## config.mk

```make
export PLATFORM = sky130hd
export DESIGN_NAME = clock_host
export DESIGN_NICKNAME = d
export VERILOG_FILES = /design/src/hw/clock_host_pkg.sv /design/src/hw/clock_host.sv
export SDC_FILE = /design/constraint.sdc
export NUM_CORES = 1
export LEC_CHECK = 0
export BUFFER_PORTS_ARGS = -buffer_cell sky130_fd_sc_hd__buf_2
export CAP_MARGIN = 15
export CORE_UTILIZATION = 57
export CTS_CLUSTER_SIZE = 25
export DETAILED_ROUTE_END_ITERATION = 6
export GPL_TIMING_DRIVEN = 0
export PLACE_DENSITY_LB_ADDON = 0.1
export RECOVER_POWER = 50
export SYNTH_ARGS = -nofsm -noshare
export SYNTH_HDL_FRONTEND = slang
export SYNTH_SLANG_ARGS = --single-unit
```

## constraint.sdc

```tcl
create_clock -name clk -period 3.3 [get_ports clk]
set_input_delay 0.165 -clock clk [delete_from_list [all_inputs] [get_ports clk]]
set_output_delay 0.165 -clock clk [all_outputs]
set_load 0.03 [all_outputs]
```

## src/hw/clock_host_pkg.sv

```systemverilog
// constants for the clock-generator host controller
// assumes the generator exposes a byte-wide register port with level read data
`default_nettype none
package clock_host_pkg;
  localparam logic [2:0] ADDR_CTRL1 = 3'h0;
  localparam logic [2:0] ADDR_CTRL2 = 3'h1;
  localparam logic [2:0] ADDR_TRIM = 3'h2;
  localparam logic [2:0] ADDR_STATUS = 3'h3;
  localparam int CLOCK_SOURCE_SELECT_LSB = 6;
  localparam int REF_DIVIDER_SELECT_LSB = 3;
  localparam int REF_SELECT_INTERNAL_BIT = 2;
  localparam int BUS_DIVIDER_SELECT_LSB = 6;
  localparam int RANGE_BIT = 5;
  localparam int EXT_OSC_REQUEST_BIT = 2;
  localparam int EXT_REF_OUT_ENABLE_BIT = 1;
  localparam int LOCK_BIT = 6;
  localparam int IREFST_BIT = 4;
  localparam int CLOCK_SOURCE_STATE_LSB = 2;
  localparam int OSC_INIT_DONE_BIT = 1;
  localparam int FINE_TRIM_BIT_BIT = 0;
  localparam logic [1:0] CLOCK_SOURCE_SELECT_FLL = 2'h0;
  localparam logic [1:0] CLOCK_SOURCE_SELECT_INT = 2'h1;
  localparam logic [1:0] CLOCK_SOURCE_SELECT_EXT = 2'h2;
  localparam logic [1:0] BUS_DIVIDER_SELECT_RESET = 2'h1;
  localparam logic [2:0] REF_DIVIDER_SELECT_RESET = 3'h0;
  localparam int SYNC_CYCLES = 3;
  localparam logic [19:0] FLL_REF_MIN_X16 = 20'h0_01f4;
  localparam logic [19:0] FLL_REF_MAX_X16 = 20'h0_0271;
  localparam logic [15:0] FLL_EXT_MAX_KHZ = 16'h1388;
  localparam logic [15:0] RANGE_HIGH_KHZ = 16'h03e8;
  typedef enum logic [2:0] {
    fll_internal_mode, fll_external_mode, fll_bypass_external_mode,
    fll_bypass_internal_mode, pll_external_mode, pll_bypass_external_mode,
    lowpower_bypass_external_mode, lowpower_bypass_internal_mode
  } clk_mode_t;
endpackage
`default_nettype wire

```

## src/hw/clock_host.sv

```systemverilog
// host controller that trims and switches the clock generator out of reset
// assumes dev_rdata is a level that follows dev_addr while dev_rd is held
`default_nettype none
module clock_host
  import clock_host_pkg::*;
#(
  parameter int POLL_MAX = 1000
)(
  input wire logic clk,
  input wire logic srst,
  input wire logic ce,
  input wire logic cmd_valid,
  input wire clk_mode_t cmd_mode,
  input wire logic [1:0] cmd_bus_divider_select,
  input wire logic [2:0] cmd_ref_divider_select,
  input wire logic [15:0] cmd_ext_khz,
  input wire logic cmd_crystal,
  input wire logic cmd_ext_out,
  input wire logic [7:0] trim_coarse,
  input wire logic trim_fine,
  input wire logic [7:0] dev_rdata,
  output logic [2:0] dev_addr_ff,
  output logic [7:0] dev_wdata_ff,
  output logic dev_wr_ff,
  output logic dev_rd_ff,
  output logic cmd_ready_ff,
  output logic done_ff,
  output logic err_ff,
  output clk_mode_t cur_mode_ff,
  output logic ffclk_valid_ff
);
  initial begin
    if (POLL_MAX < 1 || POLL_MAX > 65535)
    begin
      $error("POLL_MAX out of range");
    end
  end

  typedef enum logic [2:0] {S_TRIM, S_FINE_TRIM_BIT, S_IDLE, S_WR_C2, S_WR_C1, S_POLL} st_t;
  st_t st_ff;
  logic [7:0] rd_s1_ff, rd_s2_ff;
  logic [1:0] phase_ff;
  logic [15:0] poll_cnt_ff;
  logic poll_osc_ff, trimmed_ff, osc_ok_ff;
  clk_mode_t mode_ff;
  logic [1:0] bus_divider_select_ff;
  logic [2:0] ref_divider_select_ff;
  logic crystal_ff, ext_out_ff, range_ff;
  logic take, sample, sample_ok, ext_mode;

  // divided reference must land in the FLL window; extreme refs refused
  function automatic logic freq_ok(input clk_mode_t m, input logic [15:0] khz,
                                   input logic [2:0] rd);
    logic [19:0] x16;
    x16 = {khz, 4'h0};
    if (m == fll_bypass_internal_mode)
      return 1'b1;
    return x16 >= (FLL_REF_MIN_X16 << rd) && x16 <= (FLL_REF_MAX_X16 << rd)
           && khz <= FLL_EXT_MAX_KHZ && x16 >= FLL_REF_MIN_X16;
  endfunction

  function automatic logic legal_target(input clk_mode_t m);
    return m == fll_external_mode || m == fll_bypass_external_mode
           || m == fll_bypass_internal_mode;
  endfunction

  function automatic logic status_ok(input logic osc, input clk_mode_t m,
                                     input logic [7:0] sc);
    if (osc)
      return sc[OSC_INIT_DONE_BIT];
    unique case (m)
      fll_bypass_internal_mode: return sc[CLOCK_SOURCE_STATE_LSB+:2] == CLOCK_SOURCE_SELECT_INT;
      fll_bypass_external_mode: return !sc[IREFST_BIT] && sc[LOCK_BIT]
                                       && sc[CLOCK_SOURCE_STATE_LSB+:2] == CLOCK_SOURCE_SELECT_EXT;
      default: return !sc[IREFST_BIT] && sc[LOCK_BIT];
    endcase
  endfunction

  // fixed-frequency output is too fast for bypass with small dividers
  function automatic logic ff_valid(input clk_mode_t m, input logic [1:0] bd,
                                    input logic [2:0] rd);
    if (m != fll_bypass_external_mode && m != fll_bypass_internal_mode)
      return 1'b1;
    if (bd == 2'h0)
      return rd >= 3'h2;
    if (bd == 2'h1)
      return rd >= 3'h3;
    return 1'b1;
  endfunction

  assign take = ce && cmd_valid && cmd_ready_ff;
  assign sample = ce && st_ff == S_POLL && phase_ff == 2'(SYNC_CYCLES);
  assign sample_ok = status_ok(poll_osc_ff, mode_ff, rd_s2_ff);
  assign ext_mode = mode_ff != fll_bypass_internal_mode;

  // status byte crosses in from the generator's domain
  always_ff @(posedge clk)
  begin
    if (srst)
    begin
      rd_s1_ff <= 8'h00;
      rd_s2_ff <= 8'h00;
    end
    else if (ce)
    begin
      rd_s1_ff <= dev_rdata;
      rd_s2_ff <= rd_s1_ff;
    end
  end

  always_ff @(posedge clk)
  begin
    if (srst)
    begin
      st_ff <= S_TRIM;
      dev_addr_ff <= ADDR_TRIM;
      dev_wdata_ff <= 8'h00;
      dev_wr_ff <= 1'b0;
      dev_rd_ff <= 1'b0;
      cmd_ready_ff <= 1'b0;
      done_ff <= 1'b0;
      err_ff <= 1'b0;
      phase_ff <= 2'h0;
      poll_cnt_ff <= 16'h0000;
      poll_osc_ff <= 1'b0;
      trimmed_ff <= 1'b0;
      osc_ok_ff <= 1'b0;
      mode_ff <= fll_internal_mode;
      cur_mode_ff <= fll_internal_mode;
      ffclk_valid_ff <= 1'b1;
      bus_divider_select_ff <= BUS_DIVIDER_SELECT_RESET;
      ref_divider_select_ff <= REF_DIVIDER_SELECT_RESET;
      crystal_ff <= 1'b0;
      ext_out_ff <= 1'b0;
      range_ff <= 1'b0;
    end
    else if (ce)
    begin
      dev_wr_ff <= 1'b0;
      done_ff <= 1'b0;
      err_ff <= 1'b0;
      unique case (st_ff)
        S_TRIM:
        begin
          // trim is never loaded by the generator itself
          dev_addr_ff <= ADDR_TRIM;
          dev_wdata_ff <= trim_coarse;
          dev_wr_ff <= 1'b1;
          st_ff <= S_FINE_TRIM_BIT;
        end
        S_FINE_TRIM_BIT:
        begin
          dev_addr_ff <= ADDR_STATUS;
          dev_wdata_ff <= 8'({trim_fine} << FINE_TRIM_BIT_BIT);
          dev_wr_ff <= 1'b1;
          trimmed_ff <= 1'b1;
          cmd_ready_ff <= 1'b1;
          st_ff <= S_IDLE;
        end
        S_IDLE:
        begin
          if (take)
          begin
            if (!legal_target(cmd_mode) || cur_mode_ff != fll_internal_mode
                || !freq_ok(cmd_mode, cmd_ext_khz, cmd_ref_divider_select))
            begin
              err_ff <= 1'b1;
            end
            else
            begin
              cmd_ready_ff <= 1'b0;
              mode_ff <= cmd_mode;
              bus_divider_select_ff <= cmd_bus_divider_select;
              ref_divider_select_ff <= cmd_ref_divider_select;
              crystal_ff <= cmd_crystal;
              ext_out_ff <= cmd_ext_out;
              range_ff <= cmd_ext_khz >= RANGE_HIGH_KHZ;
              // FLL_BYPASS_INTERNAL_MODE needs no external source, so it skips the second control
              st_ff <= cmd_mode == fll_bypass_internal_mode ? S_WR_C1 : S_WR_C2;
            end
          end
        end
        S_WR_C2:
        begin
          // source enabled before the mode write that depends on it
          dev_addr_ff <= ADDR_CTRL2;
          dev_wdata_ff <= 8'(({6'h00, bus_divider_select_ff} << BUS_DIVIDER_SELECT_LSB)
                          | ({7'h00, range_ff} << RANGE_BIT)
                          | ({7'h00, crystal_ff} << EXT_OSC_REQUEST_BIT)
                          | ({7'h00, ext_out_ff} << EXT_REF_OUT_ENABLE_BIT));
          dev_wr_ff <= 1'b1;
          poll_osc_ff <= 1'b1;
          phase_ff <= 2'h0;
          poll_cnt_ff <= 16'h0000;
          st_ff <= crystal_ff ? S_POLL : S_WR_C1;
          osc_ok_ff <= !crystal_ff;
        end
        S_WR_C1:
        begin
          // divider and select go out in one write, ahead of any PLL change
          dev_addr_ff <= ADDR_CTRL1;
          unique case (mode_ff)
            fll_external_mode: dev_wdata_ff <= 8'(({6'h00, CLOCK_SOURCE_SELECT_FLL} << CLOCK_SOURCE_SELECT_LSB)
                                              | ({5'h00, ref_divider_select_ff} << REF_DIVIDER_SELECT_LSB));
            fll_bypass_external_mode: dev_wdata_ff <= 8'(({6'h00, CLOCK_SOURCE_SELECT_EXT} << CLOCK_SOURCE_SELECT_LSB)
                                              | ({5'h00, ref_divider_select_ff} << REF_DIVIDER_SELECT_LSB));
            default: dev_wdata_ff <= 8'(({6'h00, CLOCK_SOURCE_SELECT_INT} << CLOCK_SOURCE_SELECT_LSB)
                                              | (8'h01 << REF_SELECT_INTERNAL_BIT));
          endcase
          dev_wr_ff <= 1'b1;
          poll_osc_ff <= 1'b0;
          phase_ff <= 2'h0;
          poll_cnt_ff <= 16'h0000;
          st_ff <= S_POLL;
        end
        S_POLL:
        begin
          dev_addr_ff <= ADDR_STATUS;
          dev_rd_ff <= 1'b1;
          // read data needs the full synchroniser depth before it is trusted
          if (!sample)
          begin
            phase_ff <= phase_ff + 2'h1;
          end
          else if (sample_ok)
          begin
            dev_rd_ff <= 1'b0;
            if (poll_osc_ff)
            begin
              osc_ok_ff <= 1'b1;
              st_ff <= S_WR_C1;
            end
            else
            begin
              done_ff <= 1'b1;
              cur_mode_ff <= mode_ff;
              ffclk_valid_ff <= ff_valid(mode_ff, bus_divider_select_ff, ref_divider_select_ff);
              cmd_ready_ff <= 1'b1;
              st_ff <= S_IDLE;
            end
          end
          else if (poll_cnt_ff == 16'(POLL_MAX - 1))
          begin
            // a source that never comes up restores mode_ff, but the control writes already sent stay in the generator
            dev_rd_ff <= 1'b0;
            err_ff <= 1'b1;
            mode_ff <= cur_mode_ff;
            cmd_ready_ff <= 1'b1;
            st_ff <= S_IDLE;
          end
          else
          begin
            phase_ff <= 2'h0;
            poll_cnt_ff <= poll_cnt_ff + 16'h0001;
          end
        end
        default: st_ff <= S_IDLE;
      endcase
    end
  end

  a_trim_first: assert property (@(posedge clk) disable iff (srst)
    dev_wr_ff && (dev_addr_ff == ADDR_CTRL1 || dev_addr_ff == ADDR_CTRL2) |-> trimmed_ff)
    else $error("mode write before trim");
  a_bus_divider_select_trimmed: assert property (@(posedge clk) disable iff (srst)
    dev_wr_ff && dev_addr_ff == ADDR_CTRL2 && dev_wdata_ff[BUS_DIVIDER_SELECT_LSB+:2] == 2'h0
    |-> trimmed_ff)
    else $error("divide-by-one before trim");
  a_illegal_refused: assert property (@(posedge clk) disable iff (srst)
    take && !legal_target(cmd_mode) |=> err_ff && cmd_ready_ff && cur_mode_ff == $past(cur_mode_ff))
    else $error("illegal target accepted");
  a_fee_write: assert property (@(posedge clk) disable iff (srst)
    dev_wr_ff && dev_addr_ff == ADDR_CTRL1 && mode_ff == fll_external_mode
    |-> dev_wdata_ff[CLOCK_SOURCE_SELECT_LSB+:2] == CLOCK_SOURCE_SELECT_FLL && !dev_wdata_ff[REF_SELECT_INTERNAL_BIT]
        && dev_wdata_ff[REF_DIVIDER_SELECT_LSB+:3] == ref_divider_select_ff)
    else $error("bad FEE write");
  a_fbe_write: assert property (@(posedge clk) disable iff (srst)
    dev_wr_ff && dev_addr_ff == ADDR_CTRL1 && mode_ff == fll_bypass_external_mode
    |-> dev_wdata_ff[CLOCK_SOURCE_SELECT_LSB+:2] == CLOCK_SOURCE_SELECT_EXT && !dev_wdata_ff[REF_SELECT_INTERNAL_BIT])
    else $error("bad FBE write");
  a_osc_before_mode: assert property (@(posedge clk) disable iff (srst)
    dev_wr_ff && dev_addr_ff == ADDR_CTRL1 && ext_mode |-> osc_ok_ff)
    else $error("mode written before oscillator ready");
  a_done_confirmed: assert property (@(posedge clk) disable iff (srst)
    $rose(done_ff) |-> $past(sample_ok) && !$past(poll_osc_ff) && $past(st_ff) == S_POLL)
    else $error("done without confirmed status");
  a_fbi_write: assert property (@(posedge clk) disable iff (srst)
    dev_wr_ff && dev_addr_ff == ADDR_CTRL1 && mode_ff == fll_bypass_internal_mode
    |=> dev_rd_ff && dev_addr_ff == ADDR_STATUS)
    else $error("FLL_BYPASS_INTERNAL_MODE write not followed by poll");
  a_freq_refused: assert property (@(posedge clk) disable iff (srst)
    take && !freq_ok(cmd_mode, cmd_ext_khz, cmd_ref_divider_select) |=> err_ff ##1 !err_ff)
    else $error("out-of-window reference accepted");
  // a stalled enable must not repeat or drop a register strobe
  a_ce_freeze: assert property (@(posedge clk) disable iff (srst)
    !ce |=> $stable(st_ff) && $stable(dev_wr_ff) && $stable(cur_mode_ff))
    else $error("state moved while clock enable low");
  a_poll_reads: assert property (@(posedge clk) disable iff (srst)
    st_ff == S_POLL && phase_ff != 2'h0 |-> dev_rd_ff && dev_addr_ff == ADDR_STATUS)
    else $error("poll without status read");
endmodule // clock_host
`default_nettype wire

```

* After elaboration in Yosys (flattened, before gate mapping)
Cells that the tools add are included.
** Storage, ports and cells
- Flip-flop bits (word level) :: 67
- Bits of input ports :: 47
- Output and inout bits :: 20
- Logic and storage cells :: 198
** Operators by class
- $add $sub $neg :: 2
- Order comparisons :: 7
- Equality and inequality tests :: 28
- Shift operators :: 2
- Mux-type cells :: 93
- Bitwise operators :: 5
- Reductions and logical operators :: 40
** Operators with widths (count)
- $mux 1 :: 64
- $mux 16 :: 3
- $mux 3 :: 12
- $pmux 16 s2 :: 1
- $pmux 8 s4 :: 1
- $ge 20x20->1 :: 1
- $ge 20x9->1 const B :: 1
- $le 20x20->1 :: 1
- $shl 10x3->20 const A :: 1
- $shl 9x3->20 const A :: 1
- $eq 3x2->1 const B :: 6
- $add 16x1->16 const B :: 1
- $eq 16x10->1 const B :: 1
- $ge 16x10->1 const B :: 1
- $le 16x13->1 const B :: 1
- $pmux 8 s2 :: 1
- $pmux 3 s5 :: 1
- $reduce_and 5->1 :: 3
- $reduce_and 7->1 :: 2
- $pmux 3 s4 :: 1
- $logic_and 1x1->1 :: 10
- $ne 2x2->1 const B :: 5
- $eq 3x1->1 const B :: 3
- $ne 3x2->1 const B :: 3
- other kinds (27) :: 52

* Depth between registers and ports, before layout
Gate-level depths: netlist of the first run.
- Depth after elaboration :: 28
- Mapped depth :: 13
- Gate-level depth less buffers :: 12

* Worst setup path after synthesis of the first run
OpenSTA, ideal clock, no wires.
- Kind :: input to register
- Start point :: input cmd_ref_divider_select[1]
- End point :: register range_ff
- Setup time :: 0.121 ns
- Arrival :: 2.884 ns
- Required time :: 3.179 ns
- Path slack :: 0.294 ns
- Stages :: 13
- Path buffers :: 1
- Path through :: clkbuf_1 -> inv_1 -> ha_1 -> nand2_1 -> o21ai_0 -> ha_1 -> a21oi_1 -> o21ai_0 -> a2111oi_1 -> a221oi_1 -> a2111oi_4 -> nand2_2 -> mux2_4
** Between the ends
- Word-level cells in the longest chain between the ends :: 14
- Elaborated cells between the ends (all ways) :: 16
- Classes of those cells :: order compare: 2; shift: 2; mux: 5; bitwise: 1; reduce/logical: 6
** Ends and longest elaborated chain
- start, declared :: RTL line clock_host.sv:15 : input wire logic [2:0] cmd_ref_divider_select,
- $shl 9x3->20 / $shl 10x3->20 (equally long branches) :: RTL line clock_host.sv:58 : return x16 >= (FLL_REF_MIN_X16 << rd) && x16 <= (FLL_REF_MAX_X16 << rd)
- $ge 20x20->1 / $le 20x20->1 (equally long branches) :: RTL line clock_host.sv:58
- $logic_and 1x1->1 (*) :: RTL line clock_host.sv:58
- $logic_and 1x1->1 (*) (2 in series) :: RTL line clock_host.sv:59 : && khz <= FLL_EXT_MAX_KHZ && x16 >= FLL_REF_MIN_X16;
- $mux 1 (*) :: RTL line clock_host.sv:58
- $mux 1 (*) :: RTL line clock_host.sv:162 : if (take)
- $mux 1 (*) :: RTL line clock_host.sv:142 : unique case (st_ff)
- $mux 1 (*) :: RTL line clock_host.sv:137 : else if (ce)
- $mux 1 (*) :: RTL line clock_host.sv:113 : if (srst)
- $logic_not 1->1 (*) :: RTL line clock_host.sv:165 : || !freq_ok(cmd_mode, cmd_ext_khz, cmd_ref_divider_select))
- $logic_or 1x1->1 (*) :: RTL line clock_host.sv:165
- $not 1->1 (no source line) (*)
- $reduce_and 4->1 (no source line) (*)
- end signal, assigned :: RTL line clock_host.sv:135 : range_ff <= 1'b0;
- end signal, assigned :: RTL line clock_host.sv:177 : range_ff <= cmd_ext_khz >= RANGE_HIGH_KHZ;
- end, declared :: RTL line clock_host.sv:48 : logic crystal_ff, ext_out_ff, range_ff;
Every way passes the cells marked *; elsewhere a longest branch is shown, timed or not. The select of a mux whose other input is x is not followed.
A chain may end at the register's enable or synchronous reset.

* Worst setup path in the final report of the first run
- Start point :: input cmd_ref_divider_select[1]
- End point :: register mode_ff[2]
** Between the ends
- Word-level cells in the longest chain between the ends :: 14
- Elaborated cells between the ends (all ways) :: 16
- Classes of those cells :: order compare: 2; eq/ne: 1; shift: 2; mux: 5; reduce/logical: 6
** Ends and longest elaborated chain
- $shl 9x3->20 / $shl 10x3->20 (equally long branches) :: RTL line clock_host.sv:58
- $ge 20x20->1 / $le 20x20->1 (equally long branches) :: RTL line clock_host.sv:58
- $logic_and 1x1->1 (*) :: RTL line clock_host.sv:58
- $logic_and 1x1->1 (*) (2 in series) :: RTL line clock_host.sv:59
- $mux 1 (*) :: RTL line clock_host.sv:58
- $mux 1 (*) :: RTL line clock_host.sv:162
- $mux 1 (*) :: RTL line clock_host.sv:142
- $mux 1 (*) :: RTL line clock_host.sv:137
- $mux 1 (*) :: RTL line clock_host.sv:113
- $logic_not 1->1 (*) :: RTL line clock_host.sv:165
- $logic_or 1x1->1 (*) :: RTL line clock_host.sv:165
- $ne 2x2->1 (no source line) (*)
- $reduce_and 7->1 (no source line) (*)
- end signal, assigned :: RTL line clock_host.sv:128 : mode_ff <= fll_internal_mode;
- end signal, assigned :: RTL line clock_host.sv:172 : mode_ff <= cmd_mode;
- end signal, assigned :: RTL line clock_host.sv:247 : mode_ff <= cur_mode_ff;
- end, declared :: RTL line clock_host.sv:45 : clk_mode_t mode_ff;
Marks and branches as above.

==> run summary, run 1 <==
Outcome - finished, violations left
Violated checks - DRC
Level count of the clock H-tree - 3
Kind of end point of the critical path - flop
Relative contribution of sequential cells to total power - 46.4%
Final Worst Setup Slack - 0.247 ns
Clock share of power - 33.5%
Average size of a mapped cell - 7.99 um^2
Share of synthesized flip-flops with an asynchronous set or reset - 0%
Vias in the first global route - 3485
Cells on worst reg2reg path - 7
Clock-pin slew reported for the worst setup and hold paths after clock tree synthesis - 0.06 ns
Global-route wire length before repair - 16.5 mm
Overall die height - 84.8 um
Post-detailed-route DRC marker count - 5
Power density of the placed cells - 379 nW/um^2
Net switching power - 0.512 mW
Number of warnings issued by yosys - 0
Remaining number of nets flagged by the antenna check after routing - 0
Final hold vios - 0
Number of search-and-repair iterations in the first detailed-routing pass - 6
Critical Path Sink - mode_ff[2]
Detail Placement HPWL - 7.48 mm
Required arrival time at the worst endpoint - 3.58 ns
Clock insertion delay at the later pin of the skew report - 0.33 ns
Net count of the finished layout - 644
Cell row count - 29
Final worst path period share - 92.5%
Worst EP arrival - 3.33 ns
Number of buffer cells added on primary ports - 60
Top flip-flop cell by instance count after synthesis - dfxtp_1
Number of filler instances in the final layout - 575
Total via count in the routed design - 3793
Largest fanout of any net on the critical path - 8
Total die area - 7190 um^2
Starting utilization of the core area - 60.2%
Slack of the worst reg-to-reg path - 0.35 ns
Combined area of all synthesized cells - 3910 um^2
Count of flip-flops with a built-in enable after synthesis - 0
Worst reg2reg path endpoint - ffclk_valid_ff
Number of setup violations in the final report - 0
Pre-CTS WS - -0.369 ns
Sequential area share after synthesis - 31.8%
Die W - 84.8 um
Root buffer cell - clkbuf_8
Placeable core region - 6490 um^2
Number of CTS-inserted buffers - 9
Flops & latches, synth - 62
Worst-case clock skew - 0.00677 ns
Hold Path Depth - 3
Achievable Freq - 328 MHz
CTS tree - built
Max Root-Sink Buffers - 2
Number of primary I/O pins - 67
Worst relative slew slack - 35.3%
Clock period minus worst slack - 3.05 ns
Leak - 1.94 nW
Total gr overflow - 0
Worst ir drop on vdd - 275 uV
Worst hold slack - 0.0666 ns
Worst-margin pin slew - 0.963 ns
Footprint of the flip-flops and latches - 1240 um^2
Diodes inserted - 0
Max-Cap Viols - 0
Average wire per standard cell - 15.5 um
Max-slew violation total from the final report - 0
Critical path launch point type - input port
Worst setup path startpoint - cmd_ref_divider_select[1]
Share of total power consumed by net switching - 30.2%
Total routing usage reported by global routing - 28.8%
Distinct cells, synth - 63
Iteration-0 DRC Markers - 262
Critical R2R Launch - st_ff[2]
Average via count per standard cell - 5.89
CTS sink cnt - 62
WL final - 10.0 mm
Area growth, synth to finish - 14.7%
Synth Instances - 489
Area used by multi-input combinational logic - 2500 um^2
Class of the tightest hold or removal check - in -> reg
Int Pwr - 1.18 mW
Proportion of power drawn by combinational gates - 20.1%
Net count of the mapped netlist - 570
Worst setup path class - in -> reg
Final RePlAce weighted congestion - 0.903
Antenna violations before repair - 0
Maximum number of pins on one net before global-route repair - 11
Share of layout cells above drive strength 1 - 13.1%
[worst min path at each step]
| stage | start | to | slack (ns) |
|---|---|---|---|
| floorplan | cmd_bus_divider_select[1] | bus_divider_select_ff[1] | 0.30 |
| global placement | dev_rdata[3] | rd_s1_ff[3] | 0.40 |
| detailed placement | dev_rdata[1] | rd_s1_ff[1] | 0.41 |
| CTS | dev_rdata[1] | rd_s1_ff[1] | 0.06 |
| global route | cmd_crystal | crystal_ff | 0.06 |
| finish | dev_rdata[1] | rd_s1_ff[1] | 0.07 |
[cell usage after synthesis (2+ instances only)]
cell type	number	area, um^2
nor2_1	67	251
dfxtp_1	62	1240
nand2_1	51	191
a21oi_1	38	190
ha_1	34	425
mux2i_1	23	230
o21ai_0	23	115
clkbuf_1	18	67.6
inv_1	18	67.6
xor2_1	14	123
nand4_1	11	68.8
and3_1	10	62.6
nand3_1	10	50.1
nand2b_1	7	43.8
nor3_1	7	35.0
a211oi_1	6	45.0
a31oi_1	6	37.5
nor2b_1	6	37.5
nor4_1	5	31.3
a21o_1	4	30.0
and4_1	4	35.0
buf_1	4	15.0
o211ai_1	4	30.0
a221oi_1	3	26.3
and2_1	3	18.8
buf_2	3	15.0
o22ai_1	3	18.8
a21boi_0	2	15.0
a22oi_1	2	15.0
nand3b_1	2	15.0
nor3b_1	2	15.0
nor4b_1	2	17.5
o21a_1	2	15.0
o2bb2ai_1	2	17.5
o31ai_1	2	15.0
or4_1	2	15.0
[state kept, by name, summed over array words and instances (netlist names), 2 cells and up]
signal,flops
mode_ff,3
rd_s1_ff,5
rd_s2_ff,5
dev_wdata_ff,8
bus_divider_select_ff,2
poll_cnt_ff,16
st_ff,3
dev_addr_ff,2
cur_mode_ff,3
phase_ff,2
ref_divider_select_ff,3
[metrics by stage]
| step | setup TNS [ns] | cells | total power [mW] | instance area (um^2) | util (%) |
|---|---|---|---|---|---|
| after floorplan | 0 | 489 | 1.03 | 3910 | - |
| after global placement | -2.07 | 626 | 1.13 | 4300 | 66.3 |
| after detailed placement | -2.41 | 626 | 1.14 | 4300 | 66.3 |
| after CTS | 0 | 641 | 1.71 | 4470 | 68.8 |
| after global routing | -0.0211 | 644 | 1.79 | 4480 | 69.0 |
| final | 0 | 644 | 1.70 | 4480 | 69.0 |
[power groups by stage]
| stage | registers [mW] | logic [mW] | clock network, mW |
|---|---|---|---|
| floorplan | 0.828 | 0.206 | 0 |
| global placement | 0.802 | 0.330 | 0 |
| detailed placement | 0.803 | 0.337 | 0 |
| CTS | 0.787 | 0.339 | 0.581 |
| global route | 0.790 | 0.380 | 0.618 |
| finish | 0.787 | 0.341 | 0.568 |
[critical path: stages]
cell and delay, ns:
buf_2 0.13, clkbuf_2 0.16, inv_1 0.11, ha_1 0.22, inv_1 0.08, mux2_2 0.26, ha_1 0.19, a2111oi_0 0.37
a221oi_1 0.16, o31ai_1 0.51, a2111oi_4 0.14, buf_4 0.19, a311oi_1 0.44, a221o_1 0.21
[cell type report]
class,count,area share (%)
inverter,19,1.59
timing repair buffer,63,6.65
clock inverter,3,0.475
clock buffer,12,3.24
multi-input combinational,382,55.9
buffer,26,2.35
tap,77,2.15
sequential,62,27.7
[kinds of logic (layout without fill, tap and decap cells)]
group	Yosys count	in the layout	synth area share (%)
flip-flops	62	62	31.8
XOR/XNOR	15	15	3.36
AO/OA/AOI/OAI	112	112	18.7
adder cells (fa/ha/maj)	34	34	10.9
multiplexers	25	25	6.56
other	1	1	0.0960
AND/OR/NAND/NOR	195	195	24.1
buffers and inverters	45	123	4.51
[placed cells by master (no fill, tap or decap), types with 6 or more instances in the layout]
cell type	Yosys	routed
a31oi_1	6	6
nor2_1	67	67
a21oi_1	38	38
inv_1	18	18
and3_1	10	10
clkbuf_8	0	10
nor2b_1	6	6
nand4_1	11	11
buf_2	3	42
nand3_1	10	10
ha_1	34	34
o21ai_0	23	23
nand2_1	51	51
nor3_1	7	7
a211oi_1	6	6
nand2b_1	7	7
xor2_1	14	14
dfxtp_1	62	62
mux2i_1	23	23
clkbuf_1	18	42
[what timing repair did]
action	4_1_cts	5_1_grt
buffers inserted	0	3
hold buffers	0	0
cloned	0	0
endpoints found under the setup margin	1	11
pin swaps	1	1
gates resized for setup	0	4
[per-layer routing]
metal / GRT usage, % / vias to the layer above / routed length, um
met5: 0 / - / 0
li1: - / 1895 / -
met1: 39.3 / 1732 / 4630
met3: 6.59 / 24 / 629
met4: 9.86 / 0 / 170
met2: 44.8 / 142 / 4580
Note: power is estimated with default switching activity, not from simulation.
==> inputs of run 2 (changes only) <==
--- a/config.mk
+++ b/config.mk
@@ -7,7 +7,9 @@
 export LEC_CHECK = 0
 export BUFFER_PORTS_ARGS = -buffer_cell sky130_fd_sc_hd__buf_2
 export CAP_MARGIN = 15
-export CORE_UTILIZATION = 57
+export CELL_PAD_IN_SITES_DETAIL_PLACEMENT = 1
+export CELL_PAD_IN_SITES_GLOBAL_PLACEMENT = 1
+export CORE_UTILIZATION = 42
 export CTS_CLUSTER_SIZE = 25
 export DETAILED_ROUTE_END_ITERATION = 6
 export GPL_TIMING_DRIVEN = 0
==> run 2 against run 1 <==
Compared with the run above: the run still ends with DRC left; combinational power is 4% higher; setup slack better by 0.055 ns; critical path depth shrank 7; sequential power hardly changed; utilization shrank 17 points; fmax is 1.8% higher; largest cell class unchanged; highest routed layer unchanged.
==> run summary, run 2 (synthesis results as in run 1) <==
Net switching power - 0.560 mW
CTS tree - built
Worst reg2reg path endpoint - ffclk_valid_ff
Worst EP arrival - 3.21 ns
Relative contribution of sequential cells to total power - 40.2%
Placeable core region - 8850 um^2
Total gr overflow - 0
Achievable Freq - 334 MHz
Number of CTS-inserted buffers - 9
Worst-margin pin slew - 1.02 ns
Detail Placement HPWL - 8.92 mm
DP Area - 4340 um^2
Die W - 98.5 um
Total via count in the routed design - 3873
Final Worst Setup Slack - 0.302 ns
Unrepaired setup endpoints after global routing - false
Area used by multi-input combinational logic - 2490 um^2
Largest fanout of any net on the critical path - 10
CTS sink cnt - 62
Worst min-delay path startpoint - dev_rdata[4]
Level count of the clock H-tree - 3
Total routing usage reported by global routing - 25.3%
Number of primary I/O pins - 67
Worst relative slew slack - 31.7%
Maximum number of pins on one net before global-route repair - 12
Clock period minus worst slack - 3.00 ns
Required arrival time at the worst endpoint - 3.51 ns
Instance count after placement with tap cells included - 657
Net count of the finished layout - 644
Count of hold-fix buffers inserted at cts - 0
Leak - 1.97 nW
Setup TNS Final - 0 ns
Finished Cell Area - 4580 um^2
Footprint of the flip-flops and latches - 1240 um^2
Diodes inserted - 0
Top library cells by usage in the layout, fill and taps aside - nor2_1, dfxtp_1, nand2_1
Number of filler instances in the final layout - 1155
Root buffer cell - clkbuf_8
Clock insertion delay at the later pin of the skew report - 0.35 ns
Number of setup violations in the final report - 0
Cell row count - 34
Antenna violations before repair - 0
Int Pwr - 1.40 mW
Overall die height - 98.5 um
Proportion of power drawn by combinational gates - 18.0%
Worst setup path class - reg -> reg
Max-slew violation total from the final report - 0
Final Non-Filler Cells - 676
Worst-case clock skew - 0.0116 ns
Area growth, synth to finish - 17.3%
Global-route wire length before repair - 19.3 mm
Max Root-Sink Buffers - 2
Critical path launch point type - flop
Average via count per standard cell - 5.73
Number of flip-flops under the largest register name - 16
Regs by FF count - poll_cnt_ff (16), dev_wdata_ff (8)
Share of layout cells above drive strength 1 - 13.2%
Remaining number of nets flagged by the antenna check after routing - 0
Outcome - finished, violations left
Hold Path Depth - 3
Average wire per standard cell - 17.2 um
Iteration-0 DRC Markers - 89
End-of-flow core utilization - 51.8%
Pre-CTS WS - -0.482 ns
Final RePlAce weighted congestion - 0.860
Clock-pin slew reported for the worst setup and hold paths after clock tree synthesis - 0.08 ns
Most frequent standard cell in the layout excluding fill and tap cells - nor2_1
WL final - 11.6 mm
Hold-critical path endpoint - rd_s1_ff[4]
Number of buffer cells added on primary ports - 60
Final worst path period share - 90.9%
Worst hold slack - 0.0469 ns
Post-detailed-route DRC marker count - 4
Vias in the first global route - 3951
Clock share of power - 41.7%
Violated checks - DRC
Total die area - 9690 um^2
Class of the tightest hold or removal check - in -> reg
Max-Cap Viols - 0
Starting utilization of the core area - 44.2%
Critical R2R Launch - st_ff[2]
Final hold vios - 0
Kind of end point of the critical path - flop
Tot Pwr - 1.96 mW
Slack of the worst reg-to-reg path - 0.30 ns
Cells on worst reg2reg path - 7
Power density of the placed cells - 427 nW/um^2
Share of total power consumed by net switching - 28.6%
Worst ir drop on vdd - 384 uV
Number of search-and-repair iterations in the first detailed-routing pass - 6
Most flops, register - poll_cnt_ff
-- run 2: worst max-delay path by stage --
stage / startpoint / endpoint
after floorplan: cmd_ref_divider_select[1] / range_ff
after global placement: cmd_ref_divider_select[1] / range_ff
after detailed placement: cmd_ref_divider_select[1] / range_ff
after CTS: cmd_ref_divider_select[1] / mode_ff[2]
after global routing: st_ff[2] / ffclk_valid_ff
final: st_ff[2] / ffclk_valid_ff
-- run 2: layout make-up --
type                    instances  share of cell area, %
clock buffers                  10                   2.79
inverters                      19                   1.56
repair buffers                 63                   6.50
flip-flops and latches         62                   27.1
clock inverters                 6                   2.38
well taps                     108                   2.95
multi-input cells             382                   54.5
plain buffers                  26                   2.29
-- run 2: routing by layer --
metal | wire length, um | track usage [%]
met3 | 417 | 4.40
met2 | 5390 | 42.1
met1 | 5480 | 32.4
met5 | 0 | 0
met4 | 327 | 10.7
-- run 2: critical path: stages, from the launching register on --
cell,delay (ns)
dfxtp_1,0.31
clkbuf_1,0.37
nand2_1,0.17
nor2_1,0.56
nand2_1,0.28
nor4_2,0.82
and3_1,0.27
o21ai_0,0.07
-- run 2: power by group through the flow --
stage                     Combinational, mW  Clock (mW)  Sequential [mW]
after floorplan                       0.206           0            0.828
after global placement                0.337           0            0.802
after detailed placement              0.352           0            0.804
after CTS                             0.356       0.832            0.787
after global routing                  0.394       0.865            0.790
final                                 0.353       0.817            0.787
-- run 2: repair_timing --
item | 4_1_cts | 5_1_grt
buffers inserted | 3 | 0
pin swaps | 1 | 0
resized for setup | 0 | 3
endpoints found under the setup margin | 2 | 4
cloned | 0 | 0
